**src/logic/acpm_pkg.sv**
```systemverilog
// Shared constants, level codes and decoding for the converter control pins
//
// Summary of operation
// Extended mode: swing pin is serial clock
// Normal mode: edge pin picks data edge
// Normal mode: edge pin mid/floating selects double data rate
// Extended mode: edge pin is serial data
// Resync pulse resets output clock divider
// Full powerdown high stops whole converter
// Q powerdown high stops only Q channel
// Trigger low then high starts calibration
// Normal mode: range pin low small, high large
// Range pin mid/floating enters extended mode
// Range pin driven: delay pin sets power-up delay
// Range pin floating: delay pin is serial select
// Extended mode forces short power-up delay
// Delay pin mid: dual edge I sampling, Q ignored
// Samples taken at sample clock falling edge; the sample strobes here are registered on the clk_sys rising edge
// Calibration flag high while calibration runs
// Output clock half rate SDR, quarter DDR
// Output clock held still during calibration
// Three-level pins decode low, high, mid
// Serial pins ignored unless selected in extended mode
package acpm_pkg;

    // ****************************************
    // Pin level codes
    // ****************************************
    typedef enum logic [1:0] {
        ACPM_LVL_LOW  = 2'h0,
        ACPM_LVL_HIGH = 2'h1,
        ACPM_LVL_MID  = 2'h2
    } acpm_level_t;

    // ****************************************
    // Cycle counts, widths and divider reset value
    // ****************************************
    localparam int CAL_LOW_MIN_CYC   = 80;
    localparam int CAL_HIGH_MIN_CYC  = 80;
    localparam int CAL_RUN_CYC       = 1400;
    localparam int PWRUP_SHORT_CYC   = 8192;
    localparam int PWRUP_LONG_CYC    = 65536;
    localparam int CFG_WORD_BITS     = 24;
    localparam int CNT_W             = 32;
    localparam logic [1:0] DIV_RESET = 2'h0;

    // ****************************************
    // Three-level decode
    // ****************************************
    function automatic acpm_level_t acpm_decode(input logic [1:0] pin);
        acpm_level_t lvl;
        lvl = ACPM_LVL_MID;
        if (pin == 2'h0) begin
            lvl = ACPM_LVL_LOW;
        end else if (pin == 2'h1) begin
            lvl = ACPM_LVL_HIGH;
        end
        return lvl;
    endfunction

endpackage

```
**src/logic/acpm_pins_if.sv**
```systemverilog
// Control pins between host controller and converter
`timescale 1ns/10ps
interface acpm_pins_if;
    logic [1:0] output_swing_select;
    logic [1:0] output_edge_select;
    logic [1:0] input_range_select;
    logic [1:0] calibration_start_delay;
    logic       output_clock_resync;
    logic       full_powerdown;
    logic       q_channel_powerdown;
    logic       cal_trigger;
    logic       output_data_clock;
    logic       calibration_active_flag;

    modport dev (
        input  output_swing_select,
        input  output_edge_select,
        input  input_range_select,
        input  calibration_start_delay,
        input  output_clock_resync,
        input  full_powerdown,
        input  q_channel_powerdown,
        input  cal_trigger,
        output output_data_clock,
        output calibration_active_flag
    );

    modport host (
        output output_swing_select,
        output output_edge_select,
        output input_range_select,
        output calibration_start_delay,
        output output_clock_resync,
        output full_powerdown,
        output q_channel_powerdown,
        output cal_trigger,
        input  output_data_clock,
        input  calibration_active_flag
    );
endinterface

```
**src/logic/acpm_device.sv**
```systemverilog
// Converter end: pin mode decode, serial capture, output clock and calibration
`timescale 1ns/10ps
module acpm_device #(
    parameter int CFG_W       = acpm_pkg::CFG_WORD_BITS,
    parameter int PWRUP_SHORT = acpm_pkg::PWRUP_SHORT_CYC,
    parameter int PWRUP_LONG  = acpm_pkg::PWRUP_LONG_CYC,
    parameter int CAL_LOW     = acpm_pkg::CAL_LOW_MIN_CYC,
    parameter int CAL_HIGH    = acpm_pkg::CAL_HIGH_MIN_CYC,
    parameter int CAL_RUN     = acpm_pkg::CAL_RUN_CYC
) (
    input  wire logic             clk_sys,
    input  wire logic             arst_n,
    acpm_pins_if.dev              pins,
    output logic                  ext_mode,
    output logic                  ddr_mode,
    output logic                  edge_rising,
    output logic                  swing_full,
    output logic                  range_large,
    output logic                  des_mode,
    output logic                  conv_powered,
    output logic                  q_powered,
    output logic                  sample_i_take,
    output logic                  sample_i_second,
    output logic                  sample_q_take,
    output logic                  data_launch,
    output logic [CFG_W-1:0]      cfg_word,
    output logic                  cfg_valid
);

    typedef enum logic [3:0] {
        ST_STRAP = 4'h1,
        ST_WAIT  = 4'h2,
        ST_CAL   = 4'h4,
        ST_READY = 4'h8
    } acpm_cal_st_t;

    localparam logic [31:0] SHORT_C = 32'(PWRUP_SHORT);
    localparam logic [31:0] LONG_C  = 32'(PWRUP_LONG);
    localparam logic [31:0] RUN_C   = 32'(CAL_RUN);
    localparam logic [15:0] LOW_C   = 16'(CAL_LOW);
    localparam logic [15:0] HIGH_C  = 16'(CAL_HIGH);
    localparam int          BCNT_W  = $clog2(CFG_W + 1);
    localparam logic [BCNT_W-1:0] LAST_BIT = BCNT_W'(CFG_W - 1);

    // ****************************************
    // Pin decode
    // ****************************************
    acpm_pkg::acpm_level_t range_lvl;
    acpm_pkg::acpm_level_t edge_lvl;
    acpm_pkg::acpm_level_t swing_lvl;
    acpm_pkg::acpm_level_t dly_lvl;
    logic                  ext_now;
    logic                  sel_now;
    logic                  sclk_now;
    logic                  config_serial_input_now;

    assign range_lvl = acpm_pkg::acpm_decode(pins.input_range_select);
    assign edge_lvl  = acpm_pkg::acpm_decode(pins.output_edge_select);
    assign swing_lvl = acpm_pkg::acpm_decode(pins.output_swing_select);
    assign dly_lvl   = acpm_pkg::acpm_decode(pins.calibration_start_delay);
    assign ext_now   = (range_lvl == acpm_pkg::ACPM_LVL_MID);
    assign sel_now   = ext_now && (dly_lvl == acpm_pkg::ACPM_LVL_LOW);
    assign sclk_now  = (swing_lvl == acpm_pkg::ACPM_LVL_HIGH);
    assign config_serial_input_now = (edge_lvl == acpm_pkg::ACPM_LVL_HIGH);

    // ****************************************
    // Static mode outputs
    // ****************************************
    always_ff @(posedge clk_sys or negedge arst_n) begin
        if (!arst_n) begin
            ext_mode     <= 1'b0;
            ddr_mode     <= 1'b0;
            edge_rising  <= 1'b0;
            swing_full   <= 1'b0;
            range_large  <= 1'b0;
            des_mode     <= 1'b0;
            conv_powered <= 1'b0;
            q_powered    <= 1'b0;
        end else begin
            ext_mode     <= ext_now;
            ddr_mode     <= !ext_now && (edge_lvl == acpm_pkg::ACPM_LVL_MID);
            edge_rising  <= !ext_now && (edge_lvl == acpm_pkg::ACPM_LVL_HIGH);
            swing_full   <= !ext_now && (swing_lvl == acpm_pkg::ACPM_LVL_HIGH);
            range_large  <= !ext_now && (range_lvl == acpm_pkg::ACPM_LVL_HIGH);
            des_mode     <= (dly_lvl == acpm_pkg::ACPM_LVL_MID);
            conv_powered <= !pins.full_powerdown;
            q_powered    <= !pins.full_powerdown && !pins.q_channel_powerdown;
        end
    end

    // ****************************************
    // Sample strobes
    // ****************************************
    always_ff @(posedge clk_sys or negedge arst_n) begin
        if (!arst_n) begin
            sample_i_take   <= 1'b0;
            sample_i_second <= 1'b0;
            sample_q_take   <= 1'b0;
        end else begin
            sample_i_take   <= !pins.full_powerdown;
            sample_i_second <= !pins.full_powerdown
                               && (dly_lvl == acpm_pkg::ACPM_LVL_MID);
            sample_q_take   <= !pins.full_powerdown && !pins.q_channel_powerdown
                               && (dly_lvl != acpm_pkg::ACPM_LVL_MID);
        end
    end

    // ****************************************
    // Serial configuration capture
    // ****************************************
    logic              sclk_q;
    logic [CFG_W-1:0]  shift_q;
    logic [BCNT_W-1:0] bcnt_q;
    logic              sclk_rise;

    assign sclk_rise = sclk_now && !sclk_q;

    always_ff @(posedge clk_sys or negedge arst_n) begin
        if (!arst_n) begin
            sclk_q    <= 1'b1;
            shift_q   <= '0;
            bcnt_q    <= '0;
            cfg_word  <= '0;
            cfg_valid <= 1'b0;
        end else begin
            sclk_q    <= sclk_now;
            cfg_valid <= 1'b0;
            if (!sel_now) begin
                bcnt_q <= '0;
            end else if (sclk_rise) begin
                shift_q <= {shift_q[CFG_W-2:0], config_serial_input_now};
                if (bcnt_q == LAST_BIT) begin
                    bcnt_q    <= '0;
                    cfg_word  <= {shift_q[CFG_W-2:0], config_serial_input_now};
                    cfg_valid <= 1'b1;
                end else begin
                    bcnt_q <= bcnt_q + 1'b1;
                end
            end
        end
    end

    // ****************************************
    // Calibration trigger and sequencer
    // ****************************************
    acpm_cal_st_t st_q;
    logic [31:0]  wait_q;
    logic [15:0]  low_q;
    logic [15:0]  high_q;
    logic         trig_fire;

    assign trig_fire = pins.cal_trigger && (low_q >= LOW_C)
                       && (high_q == HIGH_C - 16'h0001);

    always_ff @(posedge clk_sys or negedge arst_n) begin
        if (!arst_n) begin
            low_q  <= '0;
            high_q <= '0;
        end else if (!pins.cal_trigger) begin
            high_q <= '0;
            if (low_q != 16'hFFFF) begin
                low_q <= low_q + 16'h0001;
            end
        end else if (low_q >= LOW_C) begin
            if (trig_fire) begin
                low_q  <= '0;
                high_q <= '0;
            end else begin
                high_q <= high_q + 16'h0001;
            end
        end else begin
            low_q <= '0;
        end
    end

    always_ff @(posedge clk_sys or negedge arst_n) begin
        if (!arst_n) begin
            st_q   <= ST_STRAP;
            wait_q <= '0;
        end else begin
            case (st_q)
                ST_STRAP: begin
                    st_q <= ST_WAIT;
                    if (!ext_now && dly_lvl == acpm_pkg::ACPM_LVL_HIGH) begin
                        wait_q <= LONG_C;
                    end else begin
                        wait_q <= SHORT_C;
                    end
                end
                ST_WAIT: begin
                    if (wait_q <= 32'h0000_0001) begin
                        st_q   <= ST_CAL;
                        wait_q <= RUN_C;
                    end else begin
                        wait_q <= wait_q - 32'h0000_0001;
                    end
                end
                ST_CAL: begin
                    if (wait_q <= 32'h0000_0001) begin
                        st_q <= ST_READY;
                    end else begin
                        wait_q <= wait_q - 32'h0000_0001;
                    end
                end
                ST_READY: begin
                    if (trig_fire) begin
                        st_q   <= ST_CAL;
                        wait_q <= RUN_C;
                    end
                end
                default: begin
                    st_q <= ST_STRAP;
                end
            endcase
        end
    end

    always_ff @(posedge clk_sys or negedge arst_n) begin
        if (!arst_n) begin
            pins.calibration_active_flag <= 1'b0;
        end else begin
            pins.calibration_active_flag <= (st_q == ST_CAL);
        end
    end

    // ****************************************
    // Output clock divider
    // ****************************************
    logic [1:0] div_q;
    logic       resync_q;
    logic       oclk_next;

    assign oclk_next = ddr_mode ? div_q[1] : div_q[0];

    always_ff @(posedge clk_sys or negedge arst_n) begin
        if (!arst_n) begin
            resync_q <= 1'b0;
            div_q    <= acpm_pkg::DIV_RESET;
        end else begin
            resync_q <= pins.output_clock_resync;
            if (pins.output_clock_resync && !resync_q) begin
                div_q <= acpm_pkg::DIV_RESET;
            end else begin
                div_q <= div_q + 2'h1;
            end
        end
    end

    always_ff @(posedge clk_sys or negedge arst_n) begin
        if (!arst_n) begin
            pins.output_data_clock <= 1'b0;
            data_launch            <= 1'b0;
        end else if (st_q == ST_CAL || pins.full_powerdown) begin
            pins.output_data_clock <= 1'b0;
            data_launch            <= 1'b0;
        end else begin
            pins.output_data_clock <= oclk_next;
            data_launch <= (oclk_next != pins.output_data_clock)
                           && (ddr_mode || (oclk_next == edge_rising));
        end
    end

endmodule

```
**src/flat_wrapper.sv**
```systemverilog
// flat-port wrapper written by rule: the top's interface ports become plain ports
module acpm_device_flat 
#(
    parameter int CFG_W       = acpm_pkg::CFG_WORD_BITS,
    parameter int PWRUP_SHORT = acpm_pkg::PWRUP_SHORT_CYC,
    parameter int PWRUP_LONG  = acpm_pkg::PWRUP_LONG_CYC,
    parameter int CAL_LOW     = acpm_pkg::CAL_LOW_MIN_CYC,
    parameter int CAL_HIGH    = acpm_pkg::CAL_HIGH_MIN_CYC,
    parameter int CAL_RUN     = acpm_pkg::CAL_RUN_CYC
)
  (clk_sys, arst_n, ext_mode, ddr_mode, edge_rising, swing_full, range_large, des_mode, conv_powered, q_powered, sample_i_take, sample_i_second, sample_q_take, data_launch, cfg_word, cfg_valid, pins_output_swing_select, pins_output_edge_select, pins_input_range_select, pins_calibration_start_delay, pins_output_clock_resync, pins_full_powerdown, pins_q_channel_powerdown, pins_cal_trigger, pins_output_data_clock, pins_calibration_active_flag);
  acpm_pins_if pins_i ();
  input  wire logic clk_sys;
  input  wire logic arst_n;
  output logic ext_mode;
  output logic ddr_mode;
  output logic edge_rising;
  output logic swing_full;
  output logic range_large;
  output logic des_mode;
  output logic conv_powered;
  output logic q_powered;
  output logic sample_i_take;
  output logic sample_i_second;
  output logic sample_q_take;
  output logic data_launch;
  output logic [CFG_W-1:0] cfg_word;
  output logic cfg_valid;
  input wire logic [$bits(pins_i.output_swing_select)-1:0] pins_output_swing_select;
  input wire logic [$bits(pins_i.output_edge_select)-1:0] pins_output_edge_select;
  input wire logic [$bits(pins_i.input_range_select)-1:0] pins_input_range_select;
  input wire logic [$bits(pins_i.calibration_start_delay)-1:0] pins_calibration_start_delay;
  input wire logic [$bits(pins_i.output_clock_resync)-1:0] pins_output_clock_resync;
  input wire logic [$bits(pins_i.full_powerdown)-1:0] pins_full_powerdown;
  input wire logic [$bits(pins_i.q_channel_powerdown)-1:0] pins_q_channel_powerdown;
  input wire logic [$bits(pins_i.cal_trigger)-1:0] pins_cal_trigger;
  output wire logic [$bits(pins_i.output_data_clock)-1:0] pins_output_data_clock;
  output wire logic [$bits(pins_i.calibration_active_flag)-1:0] pins_calibration_active_flag;
  assign pins_i.output_swing_select = pins_output_swing_select;
  assign pins_i.output_edge_select = pins_output_edge_select;
  assign pins_i.input_range_select = pins_input_range_select;
  assign pins_i.calibration_start_delay = pins_calibration_start_delay;
  assign pins_i.output_clock_resync = pins_output_clock_resync;
  assign pins_i.full_powerdown = pins_full_powerdown;
  assign pins_i.q_channel_powerdown = pins_q_channel_powerdown;
  assign pins_i.cal_trigger = pins_cal_trigger;
  assign pins_output_data_clock = pins_i.output_data_clock;
  assign pins_calibration_active_flag = pins_i.calibration_active_flag;
  acpm_device #(.CFG_W(CFG_W), .PWRUP_SHORT(PWRUP_SHORT), .PWRUP_LONG(PWRUP_LONG), .CAL_LOW(CAL_LOW), .CAL_HIGH(CAL_HIGH), .CAL_RUN(CAL_RUN)) u_core (.clk_sys(clk_sys), .arst_n(arst_n), .pins(pins_i), .ext_mode(ext_mode), .ddr_mode(ddr_mode), .edge_rising(edge_rising), .swing_full(swing_full), .range_large(range_large), .des_mode(des_mode), .conv_powered(conv_powered), .q_powered(q_powered), .sample_i_take(sample_i_take), .sample_i_second(sample_i_second), .sample_q_take(sample_q_take), .data_launch(data_launch), .cfg_word(cfg_word), .cfg_valid(cfg_valid));
endmodule
```
**config.mk**
```make
export PLATFORM = sky130hd
export DESIGN_NAME = acpm_device_flat
export DESIGN_NICKNAME = d
export VERILOG_FILES = /design/src/logic/acpm_pkg.sv /design/src/logic/acpm_pins_if.sv /design/src/logic/acpm_device.sv /design/src/flat_wrapper.sv
export SDC_FILE = /design/constraint.sdc
export NUM_CORES = 1
export LEC_CHECK = 0
export BUFFER_PORTS_ARGS = -buffer_cell sky130_fd_sc_hd__buf_2
export CAP_MARGIN = 20
export CORE_ASPECT_RATIO = 0.7
export CORE_MARGIN = 3
export CORE_UTILIZATION = 65
export DETAILED_ROUTE_END_ITERATION = 10
export MAX_ROUTING_LAYER = met4
export PLACE_DENSITY_LB_ADDON = 0.08
export SYNTH_ARGS = -nofsm -noshare
export SYNTH_HDL_FRONTEND = slang
export SYNTH_SLANG_ARGS = --single-unit
```
**constraint.sdc**
```tcl
create_clock -name clk_sys -period 5.05 [get_ports clk_sys]
set_input_delay 0.7575 -clock clk_sys [delete_from_list [all_inputs] [get_ports clk_sys]]
set_output_delay 0.7575 -clock clk_sys [all_outputs]
set_load 0.01 [all_outputs]
```
==> Word-level counts from Yosys, hierarchy flattened <==
Cells that the tools add are included.
{ "op_classes": {"eq_ne": 28, "reduce_logical": 33, "magnitude_cmp": 2, "muxes": 34, "addsub": 5} }
{ "op_table": {"columns": ["op", "count"], "rows": [
  ["case mux 32 bit (4 select lines)", 1],
  ["2-to-1 mux 16 bit", 7],
  ["2-to-1 mux 32 bit", 3],
  ["adder 16 x 1 -> 16 bit (second input constant)", 2],
  ["<= comparator 32 x 1 -> 1 bit (second input constant)", 1],
  ["subtractor 32 x 1 -> 32 bit (second input constant)", 1],
  ["2-to-1 mux 2 bit", 9],
  ["2-to-1 mux 17 bit", 1],
  ["equality test 16 x 7 -> 1 bit (second input constant)", 1],
  ["equality test 2 x 1 -> 1 bit (second input constant)", 8],
  ["greater-or-equal comparator 16 x 7 -> 1 bit (second input constant)", 1],
  ["!= test 16 bit (second input constant)", 1],
  ["case mux 4 bit (4 select lines)", 1],
  ["2-to-1 mux 5 bit", 3],
  ["logical AND 1 bit", 14],
  ["2-to-1 mux 4 bit", 3],
  ["zero test 2 bit", 5],
  ["AND reduction 3 bit", 3],
  ["!= test 2 x 1 -> 1 bit (second input constant)", 4],
  ["equality test 2 bit (second input constant)", 3],
  ["2-to-1 mux 1 bit", 6],
  ["!= test 2 bit (second input constant)", 3],
  ["adder 5 x 1 -> 5 bit (second input constant)", 1],
  ["equality test 5 bit (second input constant)", 1],
  ["other kinds (13)", 19]
]} }
{ "totals": {"elab_cells": 126, "ff_bits": 138, "output_inout_bits": 39, "inputBits": 14} }

==> Longest topological paths before layout <==
Gate-level depths: netlist of run 1.
{ "depth": {"ltp_word": 8, "ltp_mapped": 10, "depth_no_buf": 8} }

==> Least setup slack after synthesis of run 1 <==
No wires, ideal clock.
{ "synth_timing": {"path_kind": "input to register", "from": "in pins_output_swing_select[1]", "to": "reg u_core.cfg_word[10]", "path_stages": 7, "setup_slack_ns": 2.526, "arrival_ns": 2.399, "path_buffers": 2, "path_cell_list": "nand2b_1 > nor2_1 > nand3_1 > or2_2 > clkbuf_1 > clkbuf_1 > mux2_2"} }
{ "synth_between": {"elab_chain_cells": 6, "elab_cells_between_ends": 7, "classes_between": "eq/ne (2); mux (2); reduce/logical (3)"} }
{ "synth_rtl": {"columns": ["element", "line", "rtl"], "rows": [
  ["from (decl)", "flat_wrapper.sv:29", "input wire logic [$bits(pins_i.output_swing_select)-1:0] pins_output_swing_select;"],
  ["equality test 2 x 1 -> 1 bit", "acpm_pkg.sv:55", "end else if (pin == 2'h1) begin"],
  ["2-to-1 mux 2 bit", "acpm_pkg.sv:55", null],
  ["2-to-1 mux 2 bit (*)", "acpm_pkg.sv:53", "if (pin == 2'h0) begin"],
  ["equality test 2 x 1 -> 1 bit (*)", "acpm_device.sv:63", "assign sclk_now = (swing_lvl == acpm_pkg::ACPM_LVL_HIGH);"],
  ["logical AND 1 bit (*)", "acpm_device.sv:116", "assign sclk_rise = sclk_now && !sclk_q;"],
  ["AND reduction 3 bit (no source line) (*)", null, null],
  ["to (signal assigned)", "acpm_device.sv:134", "cfg_word <= {shift_q[CFG_W-2:0], config_serial_input_now};"],
  ["to (decl)", "acpm_device.sv:26", "output logic [CFG_W-1:0] cfg_word,"]
]} }
Every way passes the cells marked *; elsewhere a longest branch is shown, timed or not.
A chain may end at the register's enable or synchronous reset.

==> Worst setup path in the final report of run 1 <==
{ "layout_timing": {"from": "reg u_core.wait_q[3]", "to": "reg u_core.wait_q[13]"} }
{ "layout_between": {"elab_chain_cells": 3, "elab_cells_between_ends": 7, "classes_between": "add/sub (1); order compare (1); eq/ne (1); mux (3); reduce/logical (1)"} }
{ "layout_rtl": {"columns": ["element", "line", "rtl"], "rows": [
  ["from (decl)", "acpm_device.sv:147", "logic [31:0] wait_q;"],
  ["from (signal assigned)", "acpm_device.sv:195", "wait_q <= wait_q - 32'h0000_0001;"],
  ["from (signal assigned)", "acpm_device.sv:202", "wait_q <= wait_q - 32'h0000_0001;"],
  ["subtractor 32 x 1 -> 32 bit / <= comparator 32 x 1 -> 1 bit (equally long branches)", null, null],
  ["2-to-1 mux 32 bit (tied with other cells)", "acpm_device.sv:199", "if (wait_q <= 32'h0000_0001) begin"],
  ["case mux 32 bit (4 select lines) / AND reduction 3 bit (equally long branches)", null, null]
]} }
Several ways; a longest one is shown, not always the timed one. The select of a mux whose other input is x is not followed.

==> results of run 1 <==
==> worst paths after layout <==
path                                               start            endpoint  slack [ns]  depth (start not counted)
worst max-delay path                    u_core.wait_q[3]   u_core.wait_q[13]        2.05                          6
min in group clk_sys            pins_output_clock_resync     u_core.resync_q        0.46                          1
max in group asynchronous                         arst_n  u_core.shift_q[14]        3.55                          2
worst min-delay path                              arst_n  u_core.edge_rising        0.43                          1
worst min register to register        u_core.cfg_word[0]  u_core.cfg_word[0]        0.48                          2
worst max register to register          u_core.wait_q[3]   u_core.wait_q[13]        2.05                          6
==> cell families (layout without fill, tap and decap cells) <==
group	after synthesis	count (layout)	synth area share, %
AND/OR/NAND/NOR	247	247	19.91
flip-flops	138	138	51.92
AO/OA/AOI/OAI	130	130	13.50
multiplexers	50	50	8.365
buffers and inverters	40	105	2.819
XOR/XNOR	18	18	2.368
adder cells (fa/ha/maj)	6	6	1.128
==> placed cells by master (no fill, tap or decap), types with 6 or more instances in the layout <==
master	netlist	final
o31ai_1	8	8
a22o_1	13	13
a22oi_1	7	7
nand4_1	8	8
o21ai_0	39	39
inv_6	0	6
or3_1	6	6
a21oi_1	12	12
nand3_1	23	23
nor3_1	19	19
inv_1	17	17
nand2_1	60	60
o22ai_1	12	12
dfrtp_1	136	136
mux2_2	45	45
ha_1	6	6
nor2_1	48	48
and3_1	9	9
nand2b_1	7	7
nor4_1	9	9
clkbuf_16	0	17
buf_2	3	51
nor2b_1	12	12
xnor2_1	6	6
or4_1	8	8
xor2_1	12	12
a31oi_1	10	10
or2_2	7	7
==> power breakdown <==
| group | leakage (nW) | internal (mW) | total [mW] | switching, mW |
|---|---|---|---|---|
| logic | 1.43 | 0.464 | 1.25 | 0.789 |
| clock network | 0.301 | 0.764 | 1.28 | 0.521 |
| registers | 1.88 | 1.23 | 1.36 | 0.133 |
==> cell type report <==
type,instances,area (sq um),area share (%)
inverter,17,63.81,0.8394
timing repair buffer,56,296.5,3.901
clock buffer,18,439.2,5.777
sequential,138,3456,45.46
clock inverter,14,173.9,2.288
multi-input combinational,451,3013,39.63
tap,128,160.2,2.107
==> registers in the layout, summed over array words and instances (netlist names), 2 cells and up <==
signal	count
u_core.wait_q	32
u_core.cfg_word	24
u_core.shift_q	23
u_core.high_q	16
u_core.low_q	16
u_core.bcnt_q	5
u_core.st_q	4
u_core.div_q	2
==> metrics by stage <==
| stage | total power [mW] | hold WS, ns | worst slack, ns | util (%) | instance area [sq um] |
|---|---|---|---|---|---|
| after global routing | 4.096 | 0.4537 | 1.876 | 77.30 | 7602 |
| after detailed placement | 2.570 | 0.4704 | 2.165 | 71.07 | 6989 |
| after CTS | 3.871 | 0.4462 | 2.142 | 77.30 | 7602 |
| after global placement | 2.543 | 0.4630 | 2.268 | 71.07 | 6989 |
| after floorplan | 2.282 | 0.4428 | 2.526 | - | 6656 |
| final | 3.897 | 0.4272 | 2.047 | 77.30 | 7602 |
==> worst register-to-register path, delay by kind of cell, from the launching register on <==
| family | cells | cell delay, ns |
|---|---|---|
| flip-flops | 1 | 0.43 |
| AND/OR/NAND/NOR | 5 | 2.19 |
| AO/OA/AOI/OAI | 1 | 0.29 |
==> per-layer routing <==
layer | up-vias | part of all wire [%] | global-route usage [%] | wire (um)
li1 | 2394 | - | - | -
met2 | 222 | 45 | 40.05 | 6739
met1 | 2586 | 46 | 41.61 | 6942
met4 | 0 | 1.3 | 8.393 | 191
met5 | - | 0 | - | 0
met3 | 26 | 8.2 | 7.151 | 1241
==> results by group, run 1 <==
Outcome
  – Run status: complete, no violations

Worst setup path
  – CP delay by family, top: simple AND/OR/NAND/NOR gates
  – Endpoint type of the worst setup path: flop
  – Most used cell, CP: nand2_1
  – CP Max Fanout: 14
  – Crit-path slowest cell: nor4_1
  – CP Data Required Time: around 5.4 ns
  – CP bufs+invs: 0
  – Setup CP Type: flop to flop
  – Crit path cell chain: or3_1 -> nor4_1 -> nand4_4 -> nand2_1 -> nand2_1 -> a22o_1
  – CP max stage delay: roughly 0.66 ns
  – Type of origin of the critical path: flop
  – CP Data Arrival Time: approximately 3.3 ns

Logic synthesis
  – Largest cells by area after synthesis: dfrtp_1 (51%), mux2_2 (7.6%), nand2_1 (3.4%), o21ai_0 (2.9%), nor2_1 (2.7%)
  – Post-Syn Area: 6656 sq um
  – Yosys reg bits: 138
  – Number of synthesized flops with an enable pin: 0
  – Area leader, netlist: dfrtp_1
  – Top cell type's share of synthesized area: 51.13%
  – Primary FF master, synth: dfrtp_1
  – Ys async rst share: 100.0%
  – Seq/Total Area, Yosys: around half
  – Average instance area after synthesis: roughly 11 sq um
  – Synth Warn #: 0
  – Yosys cell types: 67
  – Synth Instances: between 600 and 700
  – Top-count cell post-synth: dfrtp_1
  – Synth Net Count: approximately 650
  – Most common library cells after synthesis: dfrtp_1 (136), nand2_1 (60), nor2_1 (48)

Place
  – Placed cells: roughly 800
  – Routability cong.: about 0.94
  – Input/output buffers: 52
  – Final HPWL DP: between 9 and 10 mm

Timing
  – Tightest Pin Transition: ~1.0 ns
  – Final Hold Violating Endpoints: 0
  – Final min period: between 3 and 4 ns
  – Final setup fails: 0
  – RSZ-0062 raised after global routing: no
  – Max_slew headroom: a little under a third
  – Setup total negative slack: 0 ns
  – Final slew viol count: 0
  – Clk_skew: between 0.008 and 0.009 ns
  – Fraction of the cycle the final worst path needs: about three fifths
  – Maximum clock frequency: between 0.3 and 0.4 GHz

Power and ir drop
  – Peak VDD IR: 0.0003078 V
  – Leak pwr: ~3.6 nW
  – Pwr/cell area: 512.6 nW/um^2

Die
  – IO Count: 53
  – Die H: ~91 um
  – Die area: about 12000 sq um
  – Initial Utilization: approximately 68%
  – Core Region: between 9000 and 10000 sq um
  – Row count: 30
  – Die Span X: between 100 and 150 um

Clocking
  – Insertion delay to the later sink of the worst-skew pair: 0.42 ns
  – CTS H-Tree Depth: 4
  – Clock tree buffer depth: 2
  – CTS Buf Count: 17
  – CTS root buffer: clkbuf_16
  – Post-CTS setup buffers: 0
  – CTS tree: yes
  – Resize count post-CTS: 0
  – Cts hold-fix bufs: 0
  – CTS clk-pin slew, worst paths: approximately 0.06 ns
  – Clock sinks: ~140

Cells and area
  – Fillers: about 660
  – Final nets: between 700 and 800
  – Ant. Diodes: 0
  – Area Growth Syn to Fin: 14.21%
  – Final cell count without fillers: roughly 800
  – Share of cells above drive strength 1: roughly a quarter

GRT
  – GRT Resource Usage Total: 28.56%
  – Initial antenna violation count: 0
  – Largest net degree at the start of global routing: 97
  – Congestion Overflow GR: 0
  – Vias in the first global route: 5026
  – First-pass GRT wire length: 25.62 mm

Routing
  – Vias: roughly 5200
  – 1st-pass router iterations: 5
  – Routed WL: around 15 mm
  – DRT iter0 DRCs: 607
  – ANT nets after route: 0
  – # DRC: 0
  – Via/cell ratio: approximately 6.4
  – WL/cell: roughly 18 um

Hold path
  – Worst Hold Class: input pin to async pin

Job
  – Max-cap viol count: 0
No activity file was read; power rests on OpenSTA's default activity.
==> inputs of run 2 (changes only) <==
- CORE_UTILIZATION: 65 -> 60
- clock period: 5.05 -> 2.8 ns (I/O delays scaled with it)
==> results by group, run 2 (synthesis results as in run 1) <==
GRT
  – Largest net degree at the start of global routing: 64 (was 97)
  – Global route hottest layer: met2 (was met1)
  – Congestion Overflow GR: 0 (unchanged)
  – GRT met1 Usage: 36.38% (was 41.61%)
  – GRT met3 Usage: 7.173% (was 7.151%)
  – GRT met2 Usage: 38.78% (was 40.05%)
  – First-pass GRT wire length: 25.37 mm (was 25.62 mm)
  – GRT Resource Usage Total: 26.40% (was 28.56%)
  – Initial antenna violation count: 0 (unchanged)
  – Vias in the first global route: 5079 (was 5026)

Die
  – Initial Utilization: 62.86% (was 67.68%)
  – Die Span X: 131.9 um (was 127.0 um)
  – IO Count: 53 (unchanged)
  – Die H: 94.13 um (was 90.67 um)
  – Core Region: 10590 sq um (was 9834 sq um)
  – Row count: 31 (was 30)
  – Die area: 12410 sq um (was 11510 sq um)

Clocking
  – CTS H-Tree Depth: 4 (unchanged)
  – Resize count post-CTS: 0 (unchanged)
  – Clock sinks: 138 (unchanged)
  – Cts hold-fix bufs: 0 (unchanged)
  – CTS clk-pin slew, worst paths: 0.06 ns (about the same)
  – Clock tree buffer depth: 2 (unchanged)
  – Insertion delay to the later sink of the worst-skew pair: 0.42 ns (about the same)
  – Post-CTS setup buffers: 0 (unchanged)
  – CTS root buffer: clkbuf_16 (unchanged)
  – CTS Buf Count: 17 (unchanged)
  – CTS tree: yes (unchanged)

Routing
  – DRT iter0 DRCs: 554 (was 607)
  – Vias: 5250 (was 5228)
  – WL/cell: 17.60 um (was 18.39 um)
  – Via/cell ratio: 6.148 (was 6.360)
  – 1st-pass router iterations: 5 (unchanged)
  – # DRC: 0 (unchanged)
  – ANT nets after route: 0 (unchanged)
  – Routed WL: 15.03 mm (was 15.12 mm)

Timing
  – Min Hold Slack: -0.02103 ns (was 0.4272 ns)
  – Tightest Pin Transition: 0.6265 ns (was 1.023 ns)
  – Final slew viol count: 0 (unchanged)
  – Max_slew headroom: 57.70% (was 31.25%)
  – Maximum clock frequency: 0.3738 GHz (was 0.3330 GHz)
  – Setup total negative slack: 0 ns (unchanged)
  – Final min period: 2.675 ns (was 3.003 ns)
  – Final setup fails: 0 (unchanged)
  – Fraction of the cycle the final worst path needs: 95.54% (was 59.47%)
  – RSZ-0062 raised after global routing: no (unchanged)
  – Final Hold Violating Endpoints: 21 (was 0)
  – Clk_skew: 0.009002 ns (was 0.008406 ns)

Power and ir drop
  – Sw Ratio: 38.00% (was 37.03%)
  – Comb power frac: 34.2% (was 32.1%)
  – Sequential Power Share: 35.2% (was 34.9%)
  – Pwr/cell area: 904.2 nW/um^2 (was 512.6 nW/um^2)
  – Sw Pwr: 2.636 mW (was 1.443 mW)
  – Leak pwr: 3.635 nW (was 3.610 nW)
  – Peak VDD IR: 0.0005008 V (was 0.0003078 V)
  – Power share of the clock group: 30.6% (was 33.0%)
  – Pint: 4.302 mW (was 2.454 mW)

Outcome
  – Violated checks: negative hold slack
  – Run status: finished, violations left (was complete, no violations)

Cells and area
  – Multi-input logic area: 3014 sq um (was 3013 sq um)
  – Final Cell Area: 7674 sq um (was 7602 sq um)
  – Final nets: 713 (was 701)
  – Most common cell after layout, fill and taps aside: dfrtp_1 (unchanged)
  – Fillers: 774 (was 664)
  – Final cell count without fillers: 854 (was 822)
  – Biggest regs: u_core.wait_q (32), u_core.cfg_word (24), u_core.shift_q (23) (unchanged)
  – Max FFs per register: 32 (unchanged)
  – Share of cells above drive strength 1: 25.07% (was 23.78%)
  – Largest Register: u_core.wait_q (unchanged)
  – Register Area: 3456 sq um (unchanged)
  – Area Growth Syn to Fin: 15.28% (was 14.21%)
  – Most frequent cells in the layout: dfrtp_1 (136), nand2_1 (60), buf_2 (51), nor2_1 (48), mux2_2 (45) (unchanged)
  – Ant. Diodes: 0 (unchanged)

Place
  – Final HPWL DP: 10.08 mm (was 9.898 mm)
  – Input/output buffers: 52 (unchanged)
  – Placed cells: 822 (was 790)
  – Placed standard-cell area: 7117 sq um (was 6989 sq um)
  – Routability cong.: 0.8868 (was 0.9395)

Worst setup path
  – Crit-path slowest cell: or4_4 (was nor4_1)
  – Most used cell, CP: a22o_1 (was nand2_1)
  – Setup CP Type: flop to flop (unchanged)
  – Endpoint type of the worst setup path: flop (unchanged)
  – Worst flop-to-flop path startpoint: u_core.wait_q[9] (was u_core.wait_q[3])
  – R2R Path End: u_core.wait_q[25] (was u_core.wait_q[13])
  – Type of origin of the critical path: flop (unchanged)
  – FF-to-FF setup slack: 0.12 ns (was 2.05 ns)
  – Crit path cell chain: or4_4 -> nor4_4 -> and4_2 -> o21ai_4 -> a22o_1 -> a22o_1 (was or3_1 -> nor4_1 -> nand4_4 -> nand2_1 -> nand2_1 -> a22o_1)
  – CP Data Arrival Time: 2.98 ns (was 3.31 ns)
  – Worst R2R Path Depth: 6 (unchanged)
  – CP Max Fanout: 16 (was 14)
  – CP Data Required Time: 3.11 ns (was 5.35 ns)
  – CP max stage delay: 0.60 ns (was 0.66 ns)

Job
  – Max-cap viol count: 0 (unchanged)

Hold path
  – Worst Hold Class: input pin to async pin (unchanged)
[run 2: changes by cell type in the layout (fill, tap and decap cells not counted), sizes merged]
cell / before / now
buf: 56 / 68
bufinv: 2 / 0
clkinv: 1 / 3
clkinvlp: 1 / 3
inv: 27 / 25
[run 2: layout make-up]
cell class | count | share of cell area [%]
Sequential cell | 138 | 45.03
Multi-Input combinational cell | 451 | 39.28
Clock buffer | 18 | 5.593
Timing Repair Buffer | 68 | 5.201
Tap cell | 148 | 2.413
Clock inverter | 14 | 1.647
Inverter | 17 | 0.8316
[run 2: worst max-delay path, delay by kind of cell, from the launching register on]
family | cells | cell delay [ns]
flip-flops | 1 | 0.42
AO/OA/AOI/OAI | 3 | 0.58
AND/OR/NAND/NOR | 3 | 1.55
[run 2: worst max-delay path by stage]
stage | startpoint | to | slack [ns] | cells past startpoint
finish | u_core.wait_q[9] | u_core.wait_q[25] | 0.12 | 6
global route | u_core.wait_q[9] | u_core.wait_q[25] | 0.05 | 6
CTS | u_core.wait_q[9] | u_core.wait_q[25] | 0.07 | 6
detailed placement | u_core.wait_q[9] | u_core.wait_q[25] | 0.09 | 6
global placement | u_core.wait_q[9] | u_core.wait_q[25] | 0.22 | 6
floorplan | u_core.wait_q[9] | u_core.wait_q[15] | 0.49 | 8
[run 2: routing by layer]
| layer | part of all wire [%] | vias to the layer above |
|---|---|---|
| met3 | 6.6 | 26 |
| met2 | 45 | 194 |
| met4 | 1.6 | 0 |
| met5 | 0 | - |
| li1 | - | 2431 |
| met1 | 47 | 2599 |
[run 2: power by group through the flow]
| stage | registers, mW | clock network, mW | logic, mW |
|---|---|---|---|
| global route | 2.48 | 2.25 | 2.58 |
| global placement | 2.45 | 0 | 2.20 |
| detailed placement | 2.46 | 0 | 2.29 |
| finish | 2.44 | 2.12 | 2.37 |
| CTS | 2.43 | 2.16 | 2.32 |
| floorplan | 2.41 | 0 | 1.71 |
[run 2: stage by stage]
step,setup slack [ns],total power [mW],util (%)
after global placement,0.2235,4.656,67.21
after CTS,0.06810,6.910,72.46
after global routing,0.04684,7.308,72.47
after floorplan,0.4885,4.115,-
after detailed placement,0.08786,4.754,67.21
final,0.1250,6.939,72.47
